<file path="config.mk">
export PLATFORM = sky130hd
export DESIGN_NAME = irq_reset_boot
export DESIGN_NICKNAME = d
export VERILOG_FILES = /design/src/rtl/irq_pins_pkg.sv /design/src/rtl/pin_sync_if.sv /design/src/rtl/irq_reset_boot.sv /design/src/rtl/pin_sync.sv
export SDC_FILE = /design/constraint.sdc
export NUM_CORES = 1
export LEC_CHECK = 0
export ABC_AREA = 1
export BUFFER_PORTS_ARGS = -buffer_cell sky130_fd_sc_hd__buf_2
export CORE_ASPECT_RATIO = 0.7
export CORE_MARGIN = 2
export CORE_UTILIZATION = 25
export CTS_CLUSTER_DIAMETER = 40
export DETAILED_ROUTE_END_ITERATION = 12
export GPL_TIMING_DRIVEN = 0
export PLACE_DENSITY = 0.5
export SETUP_SLACK_MARGIN = 0.05
export SLEW_MARGIN = 0
export SYNTH_ARGS = -nofsm -noshare
export SYNTH_HDL_FRONTEND = slang
export SYNTH_HIERARCHICAL = 1
export SYNTH_SLANG_ARGS = --single-unit
</file>
<file path="constraint.sdc">
create_clock -name clk -period 1.1 [get_ports clk]
set_clock_uncertainty 0.05 [all_clocks]
set_input_delay 0.22 -clock clk [delete_from_list [all_inputs] [get_ports clk]]
set_output_delay 0.22 -clock clk [all_outputs]
set_load 0.05 [all_outputs]
</file>
<file path="src/rtl/irq_pins_pkg.sv">
// Constants and types shared by the interrupt, reset and boot pin logic.
// Assumes a single core clock; all pins are synchronised inside the block.
package irq_pins_pkg;
  localparam int          NUM_USER_IRQ    = 4;
  localparam int          ADDR_W          = 16;
  localparam logic [15:0] RESET_VECTOR    = 16'hff80;
  localparam logic [15:0] NMI_VECTOR      = 16'hff88;
  localparam logic [15:0] USER_VEC_BASE   = 16'hffc0;
  localparam int          USER_VEC_STRIDE = 4;
  localparam int          SYNC_STAGES     = 2;
  localparam int          ACK_CYCLES      = 2;
  localparam logic [3:0]  MASK_RESET      = 4'h0;
  localparam logic        GLOBAL_MASK_RST = 1'h1;
  localparam logic        KEEPER_RESET    = 1'h0;
  localparam logic        FLAG_RESET      = 1'h1;

  typedef enum logic [1:0] {
    mode_microcomputer,
    mode_microprocessor
  } boot_mode_t;

  typedef enum logic [1:0] {
    phase_decode,
    phase_read,
    phase_other
  } pipe_phase_t;
endpackage

</file>
<file path="src/rtl/pin_sync_if.sv">
// Bundle of synchronised pin levels passed from the synchroniser to the core.
// Assumes both ends share the core clock.
`timescale 1ns/10ps
interface pin_sync_if;
  logic [3:0] user_irq;
  logic       nmi;
  logic       reset_n;
  logic       branch_n;
  logic       rom_map;
  modport src (output user_irq, output nmi, output reset_n, output branch_n, output rom_map);
  modport dst (input user_irq, input nmi, input reset_n, input branch_n, input rom_map);
endinterface

</file>
<file path="src/rtl/irq_reset_boot.sv">
// Interrupt, reset, boot-mode and branch-condition logic of the core.
// Assumes the sequencer pulses vector_fetch_done and gives the pipe phase.
// Contract
// - Acknowledge high during vector fetch
// - Acknowledge floats when output-disable low
// - User interrupts masked individually and globally
// - Flag register shows pending user interrupts
// - NMI ignores all masks
// - NMI traps to its own vector
// - Reset low halts and reinitialises
// - Execution restarts at 0FF80h
// - Select low: ROM in upper 16K
// - Select high: ROM removed
// - Select sampled at reset; mode bit overrides
// - Branch input low executes, high skips
// - Decode phase for conditional-execute, else read
// - Keepers off at reset, bit controls
// - Data bus released during reset
// - External flag high at reset
`timescale 1ns/10ps
module irq_reset_boot (
  // Clock and reset
  input  wire logic                                   clk,
  input  wire logic                                   rst,
  // Board pins
  input  wire logic [irq_pins_pkg::NUM_USER_IRQ-1:0]  user_interrupt_inputs,
  input  wire logic                                   nmi_in,
  input  wire logic                                   cpu_reset_in,
  input  wire logic                                   rom_map_select_in,
  input  wire logic                                   branch_condition_in,
  input  wire logic                                   output_disable_n,
  // Software state
  input  wire logic [irq_pins_pkg::NUM_USER_IRQ-1:0]  interrupt_mask_reg,
  input  wire logic                                   global_irq_mask_bit,
  input  wire logic                                   mode_override_valid,
  input  wire logic                                   mode_override_bit,
  input  wire logic                                   keeper_write,
  input  wire logic                                   bus_keeper_enable_bit,
  input  wire logic                                   flag_write,
  input  wire logic                                   flag_value,
  input  wire logic [irq_pins_pkg::NUM_USER_IRQ-1:0]  flag_clear,
  // Pipeline sequencer
  input  wire logic                                   vector_fetch_done,
  input  wire logic                                   branch_sample,
  input  wire logic                                   cond_exec_op,
  input  wire irq_pins_pkg::pipe_phase_t              pipe_phase,
  // Outputs
  output logic                                        interrupt_acknowledge_out,
  output logic                                        interrupt_acknowledge_oe,
  output logic [irq_pins_pkg::ADDR_W-1:0]             vector_address,
  output logic                                        vector_fetch,
  output logic                                        cpu_halt,
  output logic [irq_pins_pkg::ADDR_W-1:0]             restart_address,
  output logic                                        restart_pulse,
  output logic                                        rom_mapped,
  output logic [irq_pins_pkg::NUM_USER_IRQ-1:0]       interrupt_flag_reg,
  output logic                                        execute_conditional,
  output logic                                        bus_keeper_on,
  output logic                                        data_bus_oe_allow,
  output logic                                        external_flag_out
);
  import irq_pins_pkg::*;

  pin_sync_if sync ();

  pin_sync u_sync (
    .clk           (clk),
    .rst           (rst),
    .user_irq_pins (user_interrupt_inputs),
    .nmi_pin       (nmi_in),
    .reset_pin_n   (cpu_reset_in),
    .branch_pin_n  (branch_condition_in),
    .rom_map_pin   (rom_map_select_in),
    .sync          (sync)
  );

  logic        nmi_prev;
  logic        in_reset;
  logic        oe_s1;
  logic        oe_s2;
  boot_mode_t  latched_mode;
  logic [1:0]  ack_left;
  logic        nmi_pending;
  logic [NUM_USER_IRQ-1:0] irq_prev;
  logic [NUM_USER_IRQ-1:0] enabled;
  logic [NUM_USER_IRQ-1:0] next_flags;
  logic        user_hit;
  logic [1:0]  user_sel;
  logic        take;

  assign in_reset = ~sync.reset_n;

  // Output-disable is a pin too
  always_ff @(posedge clk) begin
    if (rst) begin
      oe_s1 <= 1'h0;
      oe_s2 <= 1'h0;
    end else begin
      oe_s1 <= output_disable_n;
      oe_s2 <= oe_s1;
    end
  end

  always_comb begin
    next_flags = (interrupt_flag_reg & ~flag_clear) |
                 (sync.user_irq & ~irq_prev);
  end

  always_ff @(posedge clk) begin
    if (rst || in_reset) begin
      interrupt_flag_reg <= '0;
      irq_prev           <= '0;
    end else begin
      irq_prev <= sync.user_irq;
      if (take && !nmi_pending && user_hit)
        interrupt_flag_reg <= next_flags & ~(4'h1 << user_sel) | (sync.user_irq & ~irq_prev);
      else
        interrupt_flag_reg <= next_flags;
    end
  end

  assign enabled = interrupt_flag_reg & interrupt_mask_reg & {NUM_USER_IRQ{~global_irq_mask_bit}};

  always_comb begin
    user_hit = 1'b0;
    user_sel = 2'h0;
    for (int i = NUM_USER_IRQ - 1; i >= 0; i--) begin
      if (enabled[i]) begin
        user_hit = 1'b1;
        user_sel = 2'(i);
      end
    end
  end

  always_ff @(posedge clk) begin
    if (rst || in_reset) begin
      nmi_prev    <= 1'h0;
      nmi_pending <= 1'h0;
    end else begin
      nmi_prev <= sync.nmi;
      if (sync.nmi && !nmi_prev)
        nmi_pending <= 1'h1;
      else if (take)
        nmi_pending <= 1'h0;
    end
  end

  assign take = !vector_fetch && (nmi_pending || user_hit);

  always_ff @(posedge clk) begin
    if (rst || in_reset) begin
      vector_fetch              <= 1'h0;
      interrupt_acknowledge_out <= 1'h0;
      vector_address            <= RESET_VECTOR;
      ack_left                  <= 2'h0;
    end else if (take) begin
      vector_fetch              <= 1'h1;
      interrupt_acknowledge_out <= 1'h1;
      ack_left                  <= 2'(ACK_CYCLES);
      vector_address <= nmi_pending ? NMI_VECTOR :
                        USER_VEC_BASE + 16'(user_sel) * 16'(USER_VEC_STRIDE);
    end else if (vector_fetch && (vector_fetch_done || ack_left == 2'h1)) begin
      vector_fetch              <= 1'h0;
      interrupt_acknowledge_out <= 1'h0;
      ack_left                  <= 2'h0;
    end else if (ack_left != 2'h0) begin
      ack_left <= ack_left - 2'h1;
    end
  end

  always_ff @(posedge clk) begin
    if (rst)
      interrupt_acknowledge_oe <= 1'h0;
    else
      interrupt_acknowledge_oe <= oe_s2;
  end

  always_ff @(posedge clk) begin
    if (rst) begin
      cpu_halt          <= 1'h1;
      restart_pulse     <= 1'h0;
      restart_address   <= RESET_VECTOR;
      data_bus_oe_allow <= 1'h0;
    end else begin
      cpu_halt          <= in_reset;
      restart_pulse     <= cpu_halt && !in_reset;
      restart_address   <= RESET_VECTOR;
      data_bus_oe_allow <= !in_reset && oe_s2;
    end
  end

  always_ff @(posedge clk) begin
    if (rst)
      latched_mode <= mode_microprocessor;
    else if (in_reset)
      latched_mode <= sync.rom_map ? mode_microprocessor : mode_microcomputer;
    else if (mode_override_valid)
      latched_mode <= mode_override_bit ? mode_microprocessor : mode_microcomputer;
  end

  always_ff @(posedge clk) begin
    if (rst)
      rom_mapped <= 1'h0;
    else
      rom_mapped <= (latched_mode == mode_microcomputer);
  end

  always_ff @(posedge clk) begin
    if (rst || in_reset)
      execute_conditional <= 1'h0;
    else if (branch_sample &&
             ((cond_exec_op && pipe_phase == phase_decode) ||
              (!cond_exec_op && pipe_phase == phase_read)))
      execute_conditional <= !sync.branch_n;
  end

  always_ff @(posedge clk) begin
    if (rst || in_reset) begin
      bus_keeper_on     <= KEEPER_RESET;
      external_flag_out <= FLAG_RESET;
    end else begin
      if (keeper_write)
        bus_keeper_on <= bus_keeper_enable_bit;
      if (flag_write)
        external_flag_out <= flag_value;
    end
  end
endmodule

</file>
<file path="src/rtl/pin_sync.sv">
// Two-stage synchroniser for the asynchronous board pins.
// Assumes pins are levels held for at least a few core clocks.
`timescale 1ns/10ps
module pin_sync (
  // Clock and reset
  input  wire logic       clk,
  input  wire logic       rst,
  // Raw pins
  input  wire logic [3:0] user_irq_pins,
  input  wire logic       nmi_pin,
  input  wire logic       reset_pin_n,
  input  wire logic       branch_pin_n,
  input  wire logic       rom_map_pin,
  // Synchronised levels
  pin_sync_if.src         sync
);
  logic [7:0] stage1;
  logic [7:0] stage2;

  always_ff @(posedge clk) begin
    if (rst) begin
      // Idle pin levels, so no false edge shows up when reset ends
      stage1 <= 8'he0;
      stage2 <= 8'he0;
    end else begin
      stage1 <= {rom_map_pin, branch_pin_n, reset_pin_n, nmi_pin, user_irq_pins};
      stage2 <= stage1;
    end
  end

  assign sync.user_irq = stage2[3:0];
  assign sync.nmi      = stage2[4];
  assign sync.reset_n  = stage2[5];
  assign sync.branch_n = stage2[6];
  assign sync.rom_map  = stage2[7];
endmodule

</file>
==> reports/qor.log, run 1 <==
[yosys] post-synthesis average cell area 8.27 um2
[worst_setup_path] source of the worst register-to-register timing path interrupt_flag_reg[0]
[yosys] fraction of the yosys area taken by sequential cells 47.5%
[worst_setup_path] kind of cell adding the most delay to the critical path flip-flops
[yosys] fraction of the mapped netlist area in compound gates 8.29%
[yosys] area share of the leading cell type in the synthesized netlist 47.5%
[clock_network] clock latency of the later-clocked register in the worst-skew pair 0.29 ns
[finish] # nets final 342
[pwr] power after layout 3.38 mW
[detailed_routing] Vias 1393
[die] Placement Rows 25
[timing] minimum clock period after layout 1.19 ns
[clock_network] number of levels the H-tree was split into 2
[detailed_routing] final antenna-violating net count 0
[pwr] largest vdd supply drop 0.000434 V
[place] cell area after placement 2340 um2
[timing] max-slew violation count 0
[yosys] flops & latches, synth 43
[finish] share of layout cells above drive strength 1 46.5%
[yosys] dominant synthesized flop cell dfxtp_1
[die] number of primary I/O pins 77
[place] RePlAce Congestion 0.711
[yosys] ranking of synthesized cells by instance count dfxtp_1 (43), inv_1 (39), nor2_1 (31), buf_4 (30), nand2_1 (21)
[clock_network] total clock buffers created by CTS 5
[finish] Inserted Diodes 0
[status] status complete, but fails checks
[grt] maximum number of pins on one net before global-route repair 13
[detailed_routing] Detail Route met3 WL 208 um
[worst_setup_path] CP Data Arrival Time 0.92 ns
[status] violations in the final reports negative setup slack
[die] Starting Density 26.3%
[yosys] number of distinct standard cells referenced by the synthesized netlist 29
[yosys] Yosys warning count 6
[yosys] combinational family with the most area after synthesis buffers and inverters
[place] HPWL after DPL 2570 um
[yosys] most frequent cell after synthesis dfxtp_1
[finish] Syn-to-layout area delta 50.3%
[yosys] xor/xnor cell area share of the yosys netlist 0%
[finish] registers with the most flip-flops u_sync/stage1 x8, u_sync/stage2 x8
[detailed_routing] highest metal layer with signal wires met4
[detailed_routing] number of violations reported at the end of detailed-routing iteration 0 40
[die] core outline area 6880 um2
[grt] global-route wire length before repair 5610 um
[yosys] Mapped Area 1810 um2
[timing] worst hold slack after final layout 0.0478 ns
[timing] fin crit share 108%
[die] Vert. Die Dim 75.2 um
[grt] antenna violations before repair 0
[timing] final setup fails 12
[finish] post-route cell area 2720 um2
[clock_network] clock transition time at the flip-flop clock pins of the worst setup and hold paths 0.08 ns
[hold_path] class of the worst hold path in2reg
[yosys] multiplexer share of the synthesized area 0%
[worst_setup_path] Critical R2R Capture interrupt_flag_reg[1]
[finish] filler instances 719
[yosys] adder-cell share of the synthesized area 0%
[worst_setup_path] top fanout value on the critical path 4
[yosys] cell types with the largest area share after synthesis dfxtp_1 (48%), buf_4 (12%), inv_1 (8.1%)
[detailed_routing] DRT Wirelength 3480 um
[grt] vias in the first global route 1249
[timing] highest clock rate 840 MHz
[worst_setup_path] Critical-path top delay cell dfxtp_4
[worst_setup_path] Crit path largest cell delay 0.38 ns
[clock_network] Hold Buf Count CTS 0
[yosys] post-synthesis async set-or-reset flop share 0%
[clock_network] CTS Sinks 43
[worst_setup_path] launch point of the worst path vector_fetch
[detailed_routing] detailed-routing wirelength on met1 1750 um
[clock_network] clock tree from TritonCTS done
[yosys] cell taking the most area after synthesis dfxtp_1
[worst_setup_path] Setup Crit Path Kind reg2out
[finish] area used by multi-input combinational logic 721 um2
[worst_setup_path] Critical Path, Cell by Cell buf_6 > buf_8
[grt] overall routing resource usage 9.15%
[clock_network] clock root buffer master clkbuf_8
[worst_setup_path] endpoint type of the worst setup path primary output
[finish] count of non-filler cells in the finished layout 406
[worst_setup_path] setup slack of the most critical reg-to-reg path -0.09 ns
[timing] setup slack after layout -0.0906 ns
[yosys] Synth Area in Simple Gates 21.3%
[pwr] power density of the placed cells 1240 nW/um2
[detailed_routing] DR WL/cell 8.57 um
[timing] setup repair after global routing missed its margin yes
[detailed_routing] detailed-router iteration count before antenna repair 4
[place] PortBufs 47
[worst_setup_path] required arrival time at the worst endpoint 0.83 ns
[die] die outline area 7950 um2
[die] floorplan die width 106 um
[worst_setup_path] buffer and inverter count on the worst path 2
[detailed_routing] drc violations 0
[worst_setup_path] total stage count of the critical path 2
[finish] Sequential cell area 895 um2
[yosys] post-synthesis instance total 219
[worst_setup_path] startpoint kind of the worst setup timing path flip-flop
[job] max cap viols 0
[worst_setup_path] endpoint of the worst setup timing path vector_fetch
[detailed_routing] via density per instance 3.43
[grt] overflow left after global routing 0
[pwr] Leakage Power 1.34 nW
[detailed_routing] met2 routed wirelength 1510 um
[timing] Final Hold Violating Endpoints 0
[place] dpl cells 387
[clock_network] Clock Tree Buf Depth 2
[timing] setup_tns -0.655 ns
[yosys] number of enable flip-flop cells after synthesis 0
[worst_setup_path] Worst Reg-to-Reg Cells 7
==> worst min-delay path by stage <==
| stage | startpoint | to | slack (ns) | cells past startpoint |
|---|---|---|---|---|
| after global placement | oe_s1 | oe_s2 | 0.34 | 2 |
| after global routing | rom_map_select_in | u_sync/stage1[7] | 0.05 | 3 |
| final | branch_condition_in | u_sync/stage1[6] | 0.05 | 3 |
| after CTS | branch_condition_in | u_sync/stage1[6] | 0.03 | 3 |
| after floorplan | branch_condition_in | u_sync/stage1[6] | 0.25 | 2 |
| after detailed placement | branch_condition_in | u_sync/stage1[6] | 0.35 | 3 |
==> worst min-delay path, cell delays in order <==
cell	delay (ns)
buf_2	0.07
inv_1	0.03
nand2_1	0.04
==> power by group <==
| part | internal [mW] | total [mW] | switching, mW |
|---|---|---|---|
| combinational | 0.278 | 0.768 | 0.490 |
| sequential | 1.62 | 1.66 | 0.0406 |
| clock | 0.446 | 0.948 | 0.502 |
==> cells by family (layout without fill, tap and decap cells) <==
family	Yosys count	count (layout)
other	2	29
buffers and inverters	74	140
AND/OR/NAND/NOR	75	75
AO/OA/AOI/OAI	25	25
flip-flops	43	43
==> repair_timing <==
action	4_1_cts	5_1_grt
pin swaps	8	4
setup endpoints to repair	35	33
gates resized for setup	58	15
hold endpoints to repair	0	0
buffers inserted	7	4
==> stage by stage <==
stage | util (%) | worst slack, ns
floorplan | - | -0.105
finish | 39.5 | -0.0906
CTS | 38.4 | -0.0875
detailed placement | 34.0 | -0.238
global placement | 34.0 | -0.206
global route | 39.5 | -0.171
==> layout by cell type (no fill, tap or decap), types with 5 or more instances in the layout <==
master,netlist,layout
dfxtp_1,43,26
o21ai_0,9,6
a21oi_1,6,5
dfxtp_2,0,12
nor2_1,31,27
nand2_1,21,17
buf_8,0,15
buf_2,1,30
buf_6,2,7
nor2_4,2,6
buf_4,30,39
inv_1,39,38
conb_1,2,29
dfxtp_4,0,5
nand3_1,5,5
clkbuf_8,0,5
==> area by class of cell <==
type | count | share of cell area, %
multi-input cells | 129 | 26.5
well taps | 94 | 4.32
inverters | 41 | 5.89
clock buffers | 7 | 2.80
flip-flops and latches | 43 | 32.9
clock inverters | 1 | 0.184
repair buffers | 58 | 17.8
plain buffers | 33 | 9.66
==> per-layer routing <==
| metal | up-vias | track usage (%) |
|---|---|---|
| met4 | 0 | 4.39 |
| met3 | 2 | 2.94 |
| li1 | 784 | - |
| met1 | 566 | 12.5 |
| met5 | - | 0 |
| met2 | 41 | 13.1 |
(Power assumes the default switching activity.)
==> run 2, diff against run 1 <==
==> constraint.sdc (replaced) <==
create_clock -name clk -period 1 [get_ports clk]
set_clock_uncertainty 0.05 [all_clocks]
set_input_delay 0.2 -clock clk [delete_from_list [all_inputs] [get_ports clk]]
set_output_delay 0.2 -clock clk [all_outputs]
set_load 0.05 [all_outputs]
==> reports/qor.log, run 2 (synthesized netlist as in run 1, its figures left out) <==
[status] status complete, but fails checks
[status] violations in the final reports negative setup slack
[job] max cap viols 0 [unchanged]
[detailed_routing] via density per instance 3.48 [+1.4%]
[worst_setup_path] Setup Crit Path Kind reg2out
[detailed_routing] drc violations 0 [unchanged]
[clock_network] Hold Buf Count CTS 0 [unchanged]
[hold_path] class of the worst hold path in2reg
[pwr] Leakage Power 1.38 nW [+3.3%]
[timing] setup repair after global routing missed its margin yes
[finish] post-route cell area 2830 um2 [+3.8%]
[finish] Syn-to-layout area delta 56.0%
[pwr] largest vdd supply drop 0.000507 V [+17%]
[timing] setup slack after layout -0.195 ns [-0.104 ns]
[worst_setup_path] startpoint kind of the worst setup timing path flip-flop
[worst_setup_path] CP Data Arrival Time 0.94 ns [+0.02 ns]
[clock_network] clock tree from TritonCTS done
[die] core outline area 6880 um2 [unchanged]
[worst_setup_path] Crit path largest cell delay 0.38 ns [about the same]
[timing] setup_tns -2.42 ns [-1.76 ns]
[finish] count of non-filler cells in the finished layout 413 [+1.7%]
[place] cell area after placement 2350 um2 [+0.21%]
[finish] Inserted Diodes 0 [unchanged]
[clock_network] Clock Tree Buf Depth 2 [unchanged]
[grt] vias in the first global route 1270 [+1.7%]
[place] HPWL after DPL 2610 um [+1.8%]
[place] RePlAce Congestion 0.714 [+0.34%]
[detailed_routing] Vias 1437 [+3.2%]
[place] PortBufs 47 [unchanged]
[finish] registers with the most flip-flops u_sync/stage1 x8, u_sync/stage2 x8
[worst_setup_path] Critical Path, Cell by Cell buf_4 > buf_8
[die] floorplan die width 106 um [unchanged]
[grt] maximum number of pins on one net before global-route repair 14 [+1]
[die] Placement Rows 25 [unchanged]
[clock_network] CTS Sinks 43 [unchanged]
[worst_setup_path] required arrival time at the worst endpoint 0.75 ns [-0.08 ns]
[clock_network] total clock buffers created by CTS 5 [unchanged]
[die] die outline area 7950 um2 [unchanged]
[die] Starting Density 26.3% [unchanged]
[grt] global-route wire length before repair 5990 um [+6.8%]
[clock_network] clock root buffer master clkbuf_8
[detailed_routing] final antenna-violating net count 0 [unchanged]
[detailed_routing] number of violations reported at the end of detailed-routing iteration 0 37 [-7.5%]
[timing] highest clock rate 837 MHz
[clock_network] clock transition time at the flip-flop clock pins of the worst setup and hold paths 0.08 ns [about the same]
[grt] overflow left after global routing 0 [unchanged]
[finish] most common library cell in the layout ignoring fill and taps buf_4
[worst_setup_path] endpoint type of the worst setup path primary output
[detailed_routing] DR WL/cell 8.75 um [+2.0%]
[timing] max-slew violation count 0 [unchanged]
[grt] overall routing resource usage 9.76% [+0.62 points]
[finish] most frequent cells in the layout buf_4 (43), inv_1 (38), buf_2 (30), conb_1 (29), dfxtp_1 (26)
[timing] minimum clock period after layout 1.19 ns
[detailed_routing] DRT Wirelength 3610 um [+3.8%]
[finish] share of layout cells above drive strength 1 50.5% [+4.0 points]
[clock_network] number of levels the H-tree was split into 2 [unchanged]
[worst_setup_path] buffer and inverter count on the worst path 2 [unchanged]
[pwr] power density of the placed cells 1340 nW/um2 [+7.9%]
[timing] final setup fails 27 [+15]
[clock_network] clock latency of the later-clocked register in the worst-skew pair 0.29 ns [about the same]
[worst_setup_path] Critical-path top delay cell dfxtp_4
[timing] Final Hold Violating Endpoints 0 [unchanged]
[grt] antenna violations before repair 0 [unchanged]
[place] pre-CTS setup slack -0.302 ns [-0.0639 ns]
[worst_setup_path] top fanout value on the critical path 6 [+2]
[detailed_routing] detailed-router iteration count before antenna repair 4 [unchanged]
[die] number of primary I/O pins 77 [unchanged]
[die] Vert. Die Dim 75.2 um [unchanged]
[timing] fin crit share 119%
[place] dpl cells 387 [unchanged]
[finish] # nets final 349 [+2.0%]
[worst_setup_path] kind of cell adding the most delay to the critical path flip-flops
-- run 2: cell types whose count changed in the layout (fill, tap and decap cells not counted), moves of 2 or more --
cell,delta
buf_6,+2
a21oi_2,+2
inv_4,+2
a21oi_1,-2
buf_4,+4
nor2_1,-4
nor2_4,+2
nor2_2,+2
-- run 2: path summary, 6_finish.rpt --
path / endpoint / cells past startpoint / startpoint / slack (ns)
setup / recovery: vector_fetch / 2 / vector_fetch / -0.19
hold / removal: u_sync/stage1[6] / 3 / branch_condition_in / 0.03
setup reg to reg: interrupt_flag_reg[1] / 7 / interrupt_flag_reg[0] / -0.18
hold reg to reg: u_sync/stage2[3] / 2 / u_sync/stage1[3] / 0.36
-- run 2: area by class of cell --
| class | instances | area (um2) |
|---|---|---|
| sequential | 43 | 895 |
| fill | 719 | 4060 |
| multi-input combinational | 129 | 752 |
| clock inverter | 2 | 11.3 |
| buffer | 33 | 259 |
| timing repair buffer | 65 | 556 |
| tap | 94 | 118 |
| clock buffer | 6 | 72.6 |
| inverter | 41 | 163 |
-- run 2: power breakdown --
part | total, mW | internal (mW) | switching [mW]
Combinational | 0.884 | 0.328 | 0.556
Sequential | 1.83 | 1.78 | 0.0429
Clock | 1.08 | 0.490 | 0.586
-- run 2: worst register-to-register path, cell delays in order, from the launching register on --
cell	delay, ns
dfxtp_4	0.38
nand2_4	0.06
nor2_4	0.13
nor2_4	0.06
nand2_2	0.09
nand3_4	0.11
o21bai_1	0.16
inv_1	0.05
-- run 2: what timing repair did --
item,4_1_cts,5_1_grt
endpoints found under the hold margin,0,0
setup buffers,10,7
cloned,1,0
gates resized for setup,68,18
setup endpoints to repair,37,36
pin swaps,9,4
-- run 2: stage by stage --
step	power (mW)	util [%]	hold WS [ns]
floorplan	2.45	-	0.235
finish	3.78	41.1	0.0267
detailed placement	2.60	34.1	0.325
CTS	3.81	39.3	0.00768
global route	4.01	41.1	0.0247
global placement	2.59	34.1	0.327
-- run 2: layer usage --
layer  track usage, %  wire length [um]
met3             3.20               212
met5                0                 0
met1             13.0              1740
met2             14.6              1600
met4             4.39                56
